## src/logic/ctxm_consts.vh

```
// Constants for the transmit/receive mode configuration block.
// Assumes inclusion by bare name from the design files only.
`ifndef CTXM_CONSTS_VH
`define CTXM_CONSTS_VH

// Register addresses on the host register port
`define CTXM_ADDR_W 6
`define CTXM_ADDR_TX_MODE 6'h12
`define CTXM_ADDR_RX_MODE 6'h13

// Reset values of both mode registers
`define CTXM_TX_MODE_RST 8'h00
`define CTXM_RX_MODE_RST 8'h00

// Writable bit masks; reserved bits read zero
`define CTXM_TX_MODE_WMASK 8'hf8
`define CTXM_RX_MODE_WMASK 8'hfc

// Field positions; CRC enable and speed shared by both mode registers, bit 3 per register, bit 2 receive only
`define CTXM_CRC_EN_BIT 7
`define CTXM_SPD_HI 6
`define CTXM_SPD_LO 4
`define CTXM_TX_INV_BIT 3
`define CTXM_RX_RUNT_BIT 3
`define CTXM_RX_MULTI_BIT 2

// Bit rate codes
`define CTXM_SPD_106 3'h0
`define CTXM_SPD_212 3'h1
`define CTXM_SPD_424 3'h2
`define CTXM_SPD_848 3'h3

// Error status byte: position of the CRC indication
`define CTXM_ERR_CRC_BIT 2

// Shortest valid received stream in bits
`define CTXM_RUNT_BITS 3'h4

// Bit index inside a byte
`define CTXM_LAST_BIT 3'h7
`define CTXM_BIT_ZERO 3'h0

// CRC seed code chosen automatically during RF traffic
`define CTXM_SEED_AUTO 2'h1

// Device revisions
`define CTXM_REV_1 1
`define CTXM_REV_2 2

`endif

```

## src/logic/ctxm_fifo.v

```verilog
// Receive data FIFO, flip-flop storage, valid/ready on both sides.
// Assumes one clock and an asynchronous active-low reset.
`timescale 1ns/1ps
`default_nettype none

module ctxm_fifo #(
  parameter WIDTH = 8,
  parameter DEPTH = 8,
  parameter AW = 3
) (
  input wire clk_sys,
  input wire arst_n,
  input wire [WIDTH-1:0] in_data,
  input wire in_valid,
  output wire in_ready,
  output wire [WIDTH-1:0] out_data,
  output wire out_valid,
  input wire out_ready
);

  reg [WIDTH-1:0] mem_ff [0:DEPTH-1];
  reg [AW-1:0] wr_ptr_ff;
  reg [AW-1:0] rd_ptr_ff;
  reg [AW:0] count_ff;
  wire push;
  wire pop;

  // Full and empty straight from the occupancy count
  assign in_ready = (count_ff != DEPTH[AW:0]);
  assign out_valid = (count_ff != {(AW+1){1'b0}});
  assign out_data = mem_ff[rd_ptr_ff];
  assign push = in_valid & in_ready;
  assign pop = out_valid & out_ready;

  // One storage word per entry
  genvar gi;
  generate
    for (gi = 0; gi < DEPTH; gi = gi + 1) begin : g_entry
      localparam integer ENTRY = gi;
      always @(posedge clk_sys or negedge arst_n) begin
        if (!arst_n) begin
          mem_ff[gi] <= {WIDTH{1'b0}};
        end else if (push && wr_ptr_ff == ENTRY[AW-1:0]) begin
          mem_ff[gi] <= in_data;
        end
      end
    end
  endgenerate

  // Pointers wrap; depth assumed a power of two
  always @(posedge clk_sys or negedge arst_n) begin
    if (!arst_n) begin
      wr_ptr_ff <= {AW{1'b0}};
      rd_ptr_ff <= {AW{1'b0}};
      count_ff <= {(AW+1){1'b0}};
    end else begin
      if (push) begin
        wr_ptr_ff <= wr_ptr_ff + {{(AW-1){1'b0}}, 1'b1};
      end
      if (pop) begin
        rd_ptr_ff <= rd_ptr_ff + {{(AW-1){1'b0}}, 1'b1};
      end
      if (push && !pop) begin
        count_ff <= count_ff + {{AW{1'b0}}, 1'b1};
      end else if (pop && !push) begin
        count_ff <= count_ff - {{AW{1'b0}}, 1'b1};
      end
    end
  end

endmodule // ctxm_fifo

`default_nettype wire

```

## src/logic/ctxm_mode_cfg.v

```verilog
// Transmit and receive mode registers with the framing they steer.
// Assumes a synchronous host register port, a bit-level decoder that
// honours rx_hold_ff, and command strobes from the command logic.
`timescale 1ns/1ps
`default_nettype none
`include "ctxm_consts.vh"

module ctxm_mode_cfg #(
  parameter REVISION = 2,
  parameter FIFO_DEPTH = 8,
  parameter FIFO_AW = 3
) (
  input wire clk_sys,
  input wire arst_n,
  input wire [5:0] reg_addr,
  input wire reg_wr,
  input wire reg_rd,
  input wire [7:0] reg_wdata,
  output reg [7:0] reg_rdata_ff,
  input wire cmd_receive_start,
  input wire cmd_other,
  input wire rf_busy,
  input wire [1:0] crc_seed_select,
  input wire tx_data_bit,
  output reg tx_mod_ff,
  output reg tx_crc_append_ff,
  output reg [2:0] tx_rate_ff,
  output reg rx_crc_check_ff,
  output reg [2:0] rx_rate_ff,
  output reg [1:0] crc_seed_ff,
  input wire rx_bit_valid,
  input wire rx_bit,
  input wire rx_frame_end,
  output reg rx_hold_ff,
  output reg rx_active_ff,
  input wire [7:0] error_status_register,
  input wire crc_correct_flag,
  output reg [7:0] rx_data_ff,
  output reg rx_data_valid_ff,
  input wire rx_data_ready
);

  // Receiver states, one-hot
  localparam [3:0] S_IDLE = 4'b0001;
  localparam [3:0] S_WAIT = 4'b0010;
  localparam [3:0] S_RECV = 4'b0100;
  localparam [3:0] S_FLUSH = 4'b1000;

  reg [7:0] tx_mode_ff;
  reg [7:0] rx_mode_ff;
  reg [7:0] nxt_tx_mode;
  reg [7:0] nxt_rx_mode;
  reg [3:0] state_ff;
  reg [3:0] nxt_state;
  reg [7:0] byte_ff;
  reg [7:0] nxt_byte;
  reg [2:0] bit_cnt_ff;
  reg [2:0] nxt_bit_cnt;
  reg any_byte_ff;
  reg nxt_any_byte;
  reg need_part_ff;
  reg nxt_need_part;
  reg need_err_ff;
  reg nxt_need_err;
  reg pend_valid_ff;
  reg nxt_pend_valid;
  reg [7:0] pend_data_ff;
  reg [7:0] nxt_pend_data;
  reg [7:0] err_byte;
  reg any_frame_seen_ff;
  wire [2:0] wr_spd;
  wire tx_sel;
  wire rx_sel;
  wire multi_eff;
  wire runt;
  wire pend_fire;
  wire pend_free;
  wire bit_take;
  wire fifo_in_ready;
  wire [7:0] fifo_out_data;
  wire fifo_out_valid;
  wire fifo_out_ready;

  assign tx_sel = (reg_addr == `CTXM_ADDR_TX_MODE);
  assign rx_sel = (reg_addr == `CTXM_ADDR_RX_MODE);
  assign wr_spd = reg_wdata[`CTXM_SPD_HI:`CTXM_SPD_LO];

  // Multi-frame only counts above the base rate
  assign multi_eff = rx_mode_ff[`CTXM_RX_MULTI_BIT] &
    (rx_mode_ff[`CTXM_SPD_HI:`CTXM_SPD_LO] != `CTXM_SPD_106);

  // Under four bits and no whole byte seen
  assign runt = !any_byte_ff && (bit_cnt_ff < `CTXM_RUNT_BITS);

  assign pend_fire = pend_valid_ff & fifo_in_ready;
  assign pend_free = !pend_valid_ff | pend_fire;
  assign bit_take = rx_bit_valid & !rx_hold_ff &
    ((state_ff == S_WAIT) | (state_ff == S_RECV));

  // Mode register writes. A reserved speed code keeps the old speed so
  // the encoder never sees an undefined rate; the CRC enable cannot
  // drop to zero unless the resulting speed is the base rate.
  always @* begin
    nxt_tx_mode = tx_mode_ff;
    nxt_rx_mode = rx_mode_ff;
    if (reg_wr && tx_sel) begin
      nxt_tx_mode = reg_wdata & `CTXM_TX_MODE_WMASK;
      if (wr_spd > `CTXM_SPD_848) begin
        nxt_tx_mode[`CTXM_SPD_HI:`CTXM_SPD_LO] =
          tx_mode_ff[`CTXM_SPD_HI:`CTXM_SPD_LO];
      end
      if (nxt_tx_mode[`CTXM_SPD_HI:`CTXM_SPD_LO] != `CTXM_SPD_106) begin
        nxt_tx_mode[`CTXM_CRC_EN_BIT] = 1'b1;
      end
    end
    if (reg_wr && rx_sel) begin
      nxt_rx_mode = reg_wdata & `CTXM_RX_MODE_WMASK;
      if (wr_spd > `CTXM_SPD_848) begin
        nxt_rx_mode[`CTXM_SPD_HI:`CTXM_SPD_LO] =
          rx_mode_ff[`CTXM_SPD_HI:`CTXM_SPD_LO];
      end
      if (nxt_rx_mode[`CTXM_SPD_HI:`CTXM_SPD_LO] != `CTXM_SPD_106) begin
        nxt_rx_mode[`CTXM_CRC_EN_BIT] = 1'b1;
      end
    end
  end

  // Error byte: CRC slot carries correct or fault sense by revision
  always @* begin
    err_byte = error_status_register;
    if (REVISION == `CTXM_REV_2) begin
      err_byte[`CTXM_ERR_CRC_BIT] = crc_correct_flag;
    end
  end

  // Receiver sequencing and byte assembly, LSB first
  always @* begin
    nxt_state = state_ff;
    nxt_byte = byte_ff;
    nxt_bit_cnt = bit_cnt_ff;
    nxt_any_byte = any_byte_ff;
    nxt_need_part = need_part_ff;
    nxt_need_err = need_err_ff;
    nxt_pend_valid = pend_valid_ff & !pend_fire;
    nxt_pend_data = pend_data_ff;
    case (state_ff)
      S_IDLE: begin
        if (cmd_receive_start) begin
          nxt_state = S_WAIT;
        end
      end
      S_WAIT: begin
        if (cmd_other) begin
          nxt_state = S_IDLE;
        end else if (bit_take) begin
          nxt_byte[`CTXM_BIT_ZERO] = rx_bit;
          nxt_bit_cnt = bit_cnt_ff + 3'h1;
          nxt_state = S_RECV;
        end else if (rx_frame_end) begin
          // Empty stream is a runt too
          if (rx_mode_ff[`CTXM_RX_RUNT_BIT]) begin
            nxt_state = S_WAIT;
          end else begin
            nxt_need_err = multi_eff;
            nxt_state = S_FLUSH;
          end
        end
      end
      S_RECV: begin
        if (cmd_other) begin
          // Abort drops the partial byte
          nxt_state = S_IDLE;
          nxt_bit_cnt = `CTXM_BIT_ZERO;
          nxt_any_byte = 1'b0;
          nxt_byte = 8'h00;
        end else if (bit_take) begin
          nxt_byte[bit_cnt_ff] = rx_bit;
          nxt_bit_cnt = bit_cnt_ff + 3'h1;
          if (bit_cnt_ff == `CTXM_LAST_BIT) begin
            // Hold blocks every bit while pend is full, so pend is free here
            nxt_pend_valid = 1'b1;
            nxt_pend_data = nxt_byte;
            nxt_any_byte = 1'b1;
            nxt_byte = 8'h00;
          end
        end else if (rx_frame_end) begin
          if (runt && rx_mode_ff[`CTXM_RX_RUNT_BIT]) begin
            // Discard and keep listening
            nxt_state = S_WAIT;
            nxt_bit_cnt = `CTXM_BIT_ZERO;
            nxt_byte = 8'h00;
          end else begin
            nxt_need_part = (bit_cnt_ff != `CTXM_BIT_ZERO);
            nxt_need_err = multi_eff;
            nxt_state = S_FLUSH;
          end
        end
      end
      S_FLUSH: begin
        if (cmd_other) begin
          nxt_state = S_IDLE;
          nxt_need_part = 1'b0;
          nxt_need_err = 1'b0;
        end else if (pend_free) begin
          if (need_part_ff) begin
            nxt_pend_valid = 1'b1;
            nxt_pend_data = byte_ff;
            nxt_need_part = 1'b0;
          end else if (need_err_ff) begin
            nxt_pend_valid = 1'b1;
            nxt_pend_data = err_byte;
            nxt_need_err = 1'b0;
          end else if (multi_eff) begin
            nxt_state = S_WAIT;
          end else begin
            nxt_state = S_IDLE;
          end
          if (!need_part_ff) begin
            nxt_bit_cnt = `CTXM_BIT_ZERO;
            nxt_any_byte = 1'b0;
            nxt_byte = 8'h00;
          end
        end
      end
      default: begin
        nxt_state = S_IDLE;
      end
    endcase
    // Clearing the multi bit between frames ends reception
    if (state_ff == S_WAIT && !cmd_other && !bit_take &&
        !rx_frame_end && !multi_eff && any_frame_seen_ff) begin
      nxt_state = S_IDLE;
    end
  end

  // Remembers that a frame already finished in this reception

  always @(posedge clk_sys or negedge arst_n) begin
    if (!arst_n) begin
      any_frame_seen_ff <= 1'b0;
    end else if (state_ff == S_IDLE) begin
      any_frame_seen_ff <= 1'b0;
    end else if (state_ff == S_FLUSH) begin
      any_frame_seen_ff <= 1'b1;
    end
  end

  // Mode registers and receiver state
  always @(posedge clk_sys or negedge arst_n) begin
    if (!arst_n) begin
      tx_mode_ff <= `CTXM_TX_MODE_RST;
      rx_mode_ff <= `CTXM_RX_MODE_RST;
      state_ff <= S_IDLE;
      byte_ff <= 8'h00;
      bit_cnt_ff <= `CTXM_BIT_ZERO;
      any_byte_ff <= 1'b0;
      need_part_ff <= 1'b0;
      need_err_ff <= 1'b0;
      pend_valid_ff <= 1'b0;
      pend_data_ff <= 8'h00;
    end else begin
      tx_mode_ff <= nxt_tx_mode;
      rx_mode_ff <= nxt_rx_mode;
      state_ff <= nxt_state;
      byte_ff <= nxt_byte;
      bit_cnt_ff <= nxt_bit_cnt;
      any_byte_ff <= nxt_any_byte;
      need_part_ff <= nxt_need_part;
      need_err_ff <= nxt_need_err;
      pend_valid_ff <= nxt_pend_valid;
      pend_data_ff <= nxt_pend_data;
    end
  end

  // Registered outputs toward the encoder, decoder and CRC unit
  always @(posedge clk_sys or negedge arst_n) begin
    if (!arst_n) begin
      reg_rdata_ff <= 8'h00;
      tx_mod_ff <= 1'b0;
      tx_crc_append_ff <= 1'b0;
      tx_rate_ff <= `CTXM_SPD_106;
      rx_crc_check_ff <= 1'b0;
      rx_rate_ff <= `CTXM_SPD_106;
      crc_seed_ff <= 2'h0;
      rx_hold_ff <= 1'b0;
      rx_active_ff <= 1'b0;
    end else begin
      // Unmapped addresses read zero
      if (reg_rd) begin
        if (tx_sel) begin
          reg_rdata_ff <= tx_mode_ff;
        end else if (rx_sel) begin
          reg_rdata_ff <= rx_mode_ff;
        end else begin
          reg_rdata_ff <= 8'h00;
        end
      end
      tx_mod_ff <= tx_data_bit ^ tx_mode_ff[`CTXM_TX_INV_BIT];
      tx_crc_append_ff <= tx_mode_ff[`CTXM_CRC_EN_BIT];
      tx_rate_ff <= tx_mode_ff[`CTXM_SPD_HI:`CTXM_SPD_LO];
      rx_crc_check_ff <= rx_mode_ff[`CTXM_CRC_EN_BIT];
      rx_rate_ff <= rx_mode_ff[`CTXM_SPD_HI:`CTXM_SPD_LO];
      // Software seed only outside RF traffic
      if (rf_busy) begin
        crc_seed_ff <= `CTXM_SEED_AUTO;
      end else begin
        crc_seed_ff <= crc_seed_select;
      end
      // Stall the decoder while a byte waits for FIFO room
      rx_hold_ff <= nxt_pend_valid;
      rx_active_ff <= (nxt_state != S_IDLE);
    end
  end

  // Receive FIFO; its full flag stalls the decoder through rx_hold_ff
  ctxm_fifo #(
    .WIDTH(8),
    .DEPTH(FIFO_DEPTH),
    .AW(FIFO_AW)
  ) u_fifo (
    .clk_sys(clk_sys),
    .arst_n(arst_n),
    .in_data(pend_data_ff),
    .in_valid(pend_valid_ff),
    .in_ready(fifo_in_ready),
    .out_data(fifo_out_data),
    .out_valid(fifo_out_valid),
    .out_ready(fifo_out_ready)
  );

  // Output register stage keeps the top outputs on flip-flops
  assign fifo_out_ready = !rx_data_valid_ff | rx_data_ready;

  always @(posedge clk_sys or negedge arst_n) begin
    if (!arst_n) begin
      rx_data_ff <= 8'h00;
      rx_data_valid_ff <= 1'b0;
    end else if (fifo_out_ready) begin
      rx_data_valid_ff <= fifo_out_valid;
      if (fifo_out_valid) begin
        rx_data_ff <= fifo_out_data;
      end
    end
  end

endmodule // ctxm_mode_cfg

`default_nettype wire

```

## config.mk

```make
export PLATFORM = sky130hd
export DESIGN_NAME = ctxm_mode_cfg
export DESIGN_NICKNAME = d
export VERILOG_FILES = /design/src/logic/ctxm_fifo.v /design/src/logic/ctxm_mode_cfg.v
export VERILOG_INCLUDE_DIRS = /design/src /design/src/logic
export SDC_FILE = /design/constraint.sdc
export NUM_CORES = 1
export LEC_CHECK = 0
export ABC_AREA = 1
export BUFFER_PORTS_ARGS = -buffer_cell sky130_fd_sc_hd__buf_2
export CAP_MARGIN = 20
export CELL_PAD_IN_SITES_DETAIL_PLACEMENT = 0
export CELL_PAD_IN_SITES_GLOBAL_PLACEMENT = 2
export CORE_MARGIN = 3
export CORE_UTILIZATION = 35
export DETAILED_ROUTE_END_ITERATION = 10
export GPL_TIMING_DRIVEN = 0
export MAX_ROUTING_LAYER = met4
export PLACE_DENSITY = 0.87
export SYNTH_ARGS = -nofsm -noshare
export SYNTH_HDL_FRONTEND = slang
export SYNTH_HIERARCHICAL = 1
export SYNTH_SLANG_ARGS = --single-unit
```

## constraint.sdc

```tcl
create_clock -name clk_sys -period 5.72 [get_ports clk_sys]
set_input_delay 0.858 -clock clk_sys [delete_from_list [all_inputs] [get_ports clk_sys]]
set_output_delay 0.858 -clock clk_sys [all_outputs]
set_load 0.005 [all_outputs]
```

==> metrics.yaml, run 1 <==
worst_setup_path:
  slowest_delay_ps: 440
  r2r_end: "u_fifo/count_ff[3]$_DFFE_PN0P_"
  reg2reg_from: "u_fifo/count_ff[0]$_DFFE_PN0P_"
  reg2reg_depth: 13
  cp_max_fo: 10
  arrival_ps: 2720
  crit_start: "u_fifo/count_ff[0]$_DFFE_PN0P_"
  r2r_slack_ps: 3310
  slowest_stage: "dfrtp_1"
  path_cells: "nor2_2, nand3_2, buf_6, nand2_4, inv_1, ha_1, inv_1, ha_1, or2_2, nand2_1, nand2_1, nand3_1, nand2_1"
  required_ps: 6030
  critical_path_class: "reg -> reg"
  endpoint_kind: "flip-flop"
  crit_family: "simple AND/OR/NAND/NOR gates"
  crit_path_start_kind: "flip-flop"
  cp_num_buf_inv: 3
  path_common_cell: "nand2_1"
die:
  fp.dieH_um: 156
  core_um2: 22000
  die_w_um: 156
  start_util_pct: 35.8
  die_area_um2: 24300
  io_pins: 67
  rows: 54
place:
  io_buffer_count: 58
  pre_cts_ws_ps: 3200
  gp_congestion: 0.821
  dpl_cell_area_um2: 8550
  dpl.hpwl_um: 15300
detailed_routing:
  vias: 6718
  wl_per_cell_um: 14.9
  via_per_inst: 4.75
  drt_iter0_drc: 482
  ant_nets: 0
  wl_um: 21000
  route.detailed.drc: 0
  firstDrtPassIters: 5
cells_and_area:
  drive_gt1_share_pct: 16.7
  fin_area_um2: 9100
  final_nets: 1171
  antenna_cells: 0
  areaGrowthSynthToFinish_pct: 15.7
  fillers: 2309
clock_network:
  clkSinkCount: 140
  clk_pin_slew_ps: 70
  htree_levels: 4
  clock_path_buffers: 2
  cts_hold_buf: 0
  cts_tree: "done"
  clockRootBuffer: "clkbuf_16"
  clkLatencyLatePin_ps: 430
  post_cts_buffers: 0
  cts_buffers: 17
  cts_resized: 0
grt:
  grt.total_usage_pct: 18.6
  grt-ovfl-total: 0
  grt_pass1_vias: 6535
  antenna_found_initial: 0
  grt_max_degree: 80
  grt_pass1_wl_um: 34800
sta:
  clock_skew_ps: 14.1
  worstMarginPinSlew_ps: 601
  hold_ws_ps: 404
  period_minus_slack_ps: 2410
  period_share_pct: 42.1
  rsz0062_at_grt: "false"
  tns_ps: 0
  slew_headroom_pct: 59.9
  fin_ws_ps: 3310
  fmax_mhz: 416
  setup_viol: 0
  timing.final.max_slew_violations: 0
  finalHoldViolations: 0
synthesis:
  yosysMostFrequentCell: "nand2_1"
  ys.flop_type: "dfrtp_1"
  synth-edff-count: 0
  synth_seq_cells: 140
  synthArstFlopShare_pct: 100
  synth_cell_type_count: 41
  ys_seq_area_share_pct: 44.5
  synth_top_area_cell: "dfrtp_1"
  syn_avg_cell_area_um2: 7.56
  yosys-top-cells-count: "412 x nand2_1, 139 x dfrtp_1, 104 x nor2_1"
  ys_top_cells_by_area: "dfrtp_1 44%, nand2_1 20%, nand4_1 5.6%"
  synth_area_um2: 7870
  ys_warn_count: 6
  synthCells: 1041
  yosysTopAreaCellShare_pct: 44.2
min_path:
  holdPathEnd: "rx_crc_check_ff$_DFF_PN0_"
  hold_start: "rx_mode_ff[7]$_DFFE_PN0P_"
  hold_path.class: "reg -> reg"
  hold_path_depth: 0
outcome:
  status: "finished clean"
power:
  p_leak_nw: 4.87
  vdd_drop_max_v: 0.000170
  power_density_nw_per_um2: 366
  total_power_mw: 3.34
flow_run:
  drv_cap: 0
## registers in the layout, summed over array words and instances, names as in the netlist, 2 cells and up
register	cells
rx_mode_ff	6
pend_data_ff	8
crc_seed_ff	2
u_fifo/mem_ff	64
tx_rate_ff	3
rx_rate_ff	3
u_fifo/rd_ptr_ff	3
u_fifo/wr_ptr_ff	3
rx_data_ff	8
reg_rdata_ff	6
byte_ff	8
tx_mode_ff	5
bit_cnt_ff	3
state_ff	4
u_fifo/count_ff	4
## logic make-up after synthesis
| family | share of synthesized area (%) |
|---|---|
| flip-flops | 44.5 |
| XOR/XNOR | 0.668 |
| adder cells (fa/ha/maj) | 2.32 |
| other | 0.0477 |
| AO/OA/AOI/OAI | 3.50 |
| multiplexers | 1.27 |
| buffers and inverters | 9.65 |
| AND/OR/NAND/NOR | 38.0 |
## worst max-delay path by stage
stage | cells after the start | slack [ps] | to
2_1_floorplan | 11 | 3440 | u_fifo/count_ff[3]$_DFFE_PN0P_
3_3_place_gp | 1 | 1580 | tx_mode_ff[6]$_DFFE_PN0P_
3_5_place_dp | 12 | 3200 | u_fifo/count_ff[3]$_DFFE_PN0P_
4_1_cts | 13 | 3290 | u_fifo/count_ff[3]$_DFFE_PN0P_
5_1_grt | 13 | 3120 | u_fifo/count_ff[3]$_DFFE_PN0P_
6_report | 13 | 3310 | u_fifo/count_ff[3]$_DFFE_PN0P_
## final cells by class
| type | instances | area [µm²] | area share, % |
|---|---|---|---|
| multi-input cells | 756 | 3610 | 39.6 |
| flip-flops and latches | 140 | 3500 | 38.5 |
| clock buffers | 17 | 425 | 4.67 |
| plain buffers | 50 | 399 | 4.39 |
| inverters | 96 | 360 | 3.96 |
| well taps | 280 | 350 | 3.85 |
| repair buffers | 59 | 324 | 3.56 |
| clock inverters | 15 | 130 | 1.43 |
## per-stage QoR
| stage | cells | utilization (%) |
|---|---|---|
| global placement | 1380 | 38.8 |
| detailed placement | 1381 | 38.9 |
| finish | 1413 | 41.4 |
| floorplan | 1042 | - |
| global route | 1413 | 41.4 |
| CTS | 1413 | 41.4 |
## power breakdown
part           switching [mW]  internal (mW)  total, mW
Clock                   0.476          0.569       1.05
Combinational           0.703          0.424       1.13
Sequential             0.0691           1.09       1.16
Total                    1.25           2.09       3.34
## worst register-to-register path, cell delays in order (launching register included)
cell     delay [ps]
dfrtp_1         440
nor2_2          170
nand3_2         120
buf_6           200
nand2_4         100
inv_1           110
ha_1            240
inv_1           140
ha_1            270
or2_2           290
nand2_1          70
nand2_1          40
nand3_1          60
nand2_1          50
## per-layer routing
metal,global-route usage [%],up-vias,wire [µm]
met5,-,-,0
met4,5.59,0,365
met3,3.11,25,826
met2,28.1,149,9510
met1,25.6,3074,10300
li1,-,3470,-
## cell usage in the layout (no fill, tap or decap), types with 4 or more instances in the layout
master / instances
a21oi_1: 8
nand4_1: 71
inv_2: 7
nor2_1: 104
mux2_2: 8
nand2_1: 412
clkbuf_16: 17
nand2_2: 8
nand3_2: 8
nand2_4: 4
buf_2: 70
clkinvlp_4: 4
buf_4: 11
ha_1: 13
inv_6: 5
dfrtp_1: 139
o21ai_0: 36
buf_6: 20
xnor2_1: 4
nor2_4: 6
nor2_2: 4
nand3_1: 45
clkbuf_1: 5
inv_1: 87
Power figures use the tool's default switching activity.
==> inputs of run 2 (changes only) <==
--- a/config.mk
+++ b/config.mk
@@ -12,11 +12,11 @@
 export CELL_PAD_IN_SITES_DETAIL_PLACEMENT = 0
 export CELL_PAD_IN_SITES_GLOBAL_PLACEMENT = 2
 export CORE_MARGIN = 3
-export CORE_UTILIZATION = 35
+export CORE_UTILIZATION = 32
 export DETAILED_ROUTE_END_ITERATION = 10
 export GPL_TIMING_DRIVEN = 0
 export MAX_ROUTING_LAYER = met4
-export PLACE_DENSITY = 0.87
+export PLACE_DENSITY = 0.84
 export SYNTH_ARGS = -nofsm -noshare
 export SYNTH_HDL_FRONTEND = slang
 export SYNTH_HIERARCHICAL = 1
==> constraint.sdc (replaced) <==
create_clock -name clk_sys -period 1.94 [get_ports clk_sys]
set_input_delay 0.291 -clock clk_sys [delete_from_list [all_inputs] [get_ports clk_sys]]
set_output_delay 0.291 -clock clk_sys [all_outputs]
set_load 0.005 [all_outputs]
==> run 2 against run 1 <==
Compared with the run above: final cell count rose by 3.5%; critical path depth down 1; non-clock buffer count increased by 10; design area increased by 3.4%; sequential power rose to 3.0 times the previous value; worst hold slack got worse by 360 ps; clock-buffer cell count is the same; total power grew to 3.2 times the previous value; via count increased by 1.4%; combinational power grew to 3.2 times the previous value; highest routed layer unchanged.
==> metrics.yaml, run 2 (same netlist as run 1, synthesis figures left out) <==
grt:
  antenna_found_initial: 0
  grt_pass1_wl_um: 36100
  grt-ovfl-total: 0
  grt-busiest-layer: "met2"
  grt_max_degree: 91
  globalRouteMet3Util_pct: 2.67
  use_met1_pct: 24.1
  grt_pass1_vias: 6677
  gr-usage-met2_pct: 27.9
  grt.total_usage_pct: 17.8
cells_and_area:
  fin_cells: 1462
  multi_input_area_um2: 3700
  top_register: "u_fifo/mem_ff"
  drive_gt1_share_pct: 18.5
  antenna_cells: 0
  fin_area_um2: 9410
  register_area_um2: 3500
  largest_reg_flops: 64
  areaGrowthSynthToFinish_pct: 19.6
  layout.cells.most_common: "nand2_1"
  final_nets: 1181
  layout_common_cells: "406 x nand2_1, 139 x dfrtp_1, 104 x nor2_1, 83 x inv_1, 71 x nand4_1"
  fillers: 2527
worst_setup_path:
  endpoint_kind: "flip-flop"
  arrival_ps: 2210
  cp_max_fo: 4
  critical_path_class: "reg -> reg"
  slowest_delay_ps: 410
  required_ps: 2260
  slowest_stage: "dfrtp_1"
  path_cells: "nor2_4, nand3_4, nand2_8, inv_8, ha_4, inv_6, ha_4, or2_4, nand2_2, nand2_1, nand3_1, nand2_1"
  crit_path_start_kind: "flip-flop"
clock_network:
  cts_buffers: 17
  clkSinkCount: 140
  cts_tree: "done"
  clkLatencyLatePin_ps: 420
  clock_path_buffers: 2
  clockRootBuffer: "clkbuf_16"
  clk_pin_slew_ps: 60
  htree_levels: 4
die:
  core_um2: 23800
  rows: 56
  fp.dieH_um: 163
  die_area_um2: 26500
  die_w_um: 163
  io_pins: 67
  start_util_pct: 33.0
sta:
  slew_headroom_pct: 61.6
  clock_skew_ps: 7.97
  fmax_mhz: 529
  period_minus_slack_ps: 1890
  period_share_pct: 97.5
  timing.final.max_slew_violations: 0
  finalHoldViolations: 0
  worstMarginPinSlew_ps: 575
  rsz0062_at_grt: "true"
  setup_viol: 0
place:
  dpl.cell_count: 1420
  io_buffer_count: 58
  dpl_cell_area_um2: 8630
  dpl.hpwl_um: 15600
  gp_congestion: 0.853
power:
  p_sw_mw: 3.86
  vdd_drop_max_v: 0.000553
  power_density_nw_per_um2: 1130
  clockPowerShare_pct: 33.7
  sw_frac_of_total_pct: 36.3
  p_leak_nw: 4.96
  p_int_mw: 6.76
  p_seq_share_pct: 32.3
  p_comb_share_pct: 34.0
detailed_routing:
  firstDrtPassIters: 5
  drt_iter0_drc: 384
  wl_um: 22200
  route.detailed.drc: 0
  vias: 6815
  via_per_inst: 4.66
  ant_nets: 0
  wl_per_cell_um: 15.2
min_path:
  hold_path.class: "in -> reg"
flow_run:
  drv_cap: 0
outcome:
  status: "finished clean"
## run 2: worst max-delay path: cells and delay by family (launching register included)
family                   cells  cell delay [ps]
adder cells (fa/ha/maj)      2              350
buffers and inverters        2              110
flip-flops                   1              410
AND/OR/NAND/NOR              8              880
## run 2: power groups by stage
| stage | registers [mW] | logic [mW] | clock network [mW] |
|---|---|---|---|
| 2_1_floorplan | 3.46 | 2.46 | 0 |
| 3_3_place_gp | 3.48 | 3.47 | 0 |
| 3_5_place_dp | 3.49 | 3.47 | 0 |
| 4_1_cts | 3.42 | 3.59 | 3.66 |
| 5_1_grt | 3.47 | 4.09 | 3.78 |
| 6_report | 3.43 | 3.61 | 3.58 |
## run 2: final timing paths
check                                               start                             end  slack, ps  depth (start not counted)
max                        u_fifo/count_ff[1]$_DFFE_PN0P_  u_fifo/count_ff[3]$_DFFE_PN0P_         50                         12
min                                               rf_busy        crc_seed_ff[1]$_DFF_PN0_         40                          2
max reg2reg                u_fifo/count_ff[1]$_DFFE_PN0P_  u_fifo/count_ff[3]$_DFFE_PN0P_         50                         12
min reg2reg                     rx_mode_ff[7]$_DFFE_PN0P_       rx_crc_check_ff$_DFF_PN0_        380                          0
max in group asynchronous                          arst_n           state_ff[0]$_DFF_PN1_        720                          3
min in group asynchronous                          arst_n  u_fifo/count_ff[3]$_DFFE_PN0P_        390                          2
## run 2: cell type report
class | instances | area share (%)
buffer | 48 | 3.96
clock buffer | 17 | 4.52
clock inverter | 15 | 2.22
inverter | 96 | 3.96
multi-input combinational | 756 | 39.3
sequential | 140 | 37.2
tap | 319 | 4.24
timing repair buffer | 71 | 4.51
## run 2: through the flow
stage               power, mW  hold WS, ps  setup WS, ps  TNS, ps  utilization, %
floorplan                5.92        -4.59          1.53        0               -
global placement         6.95          369         -1640  -226230            36.1
detailed placement       6.96          291          -223     -320            36.2
CTS                      10.7         26.3         -2.72    -2.72            39.3
global route             11.3         32.3         -42.8    -52.5            39.5
finish                   10.6         42.3          49.0        0            39.5
## run 2: routing by layer
metal  routed length [µm]  vias up
met5                    0        -
met4                  386        0
met3                  794       22
met2                10400      135
met1                10700     3176
li1                     -     3482
## run 2: what timing repair did
item	in CTS	in global routing
hold buffers	1	0
buffers inserted	8	3
hold endpoints to repair	50	0
resized for setup	10	13
endpoints found under the setup margin	10	23
pin swaps	8	11
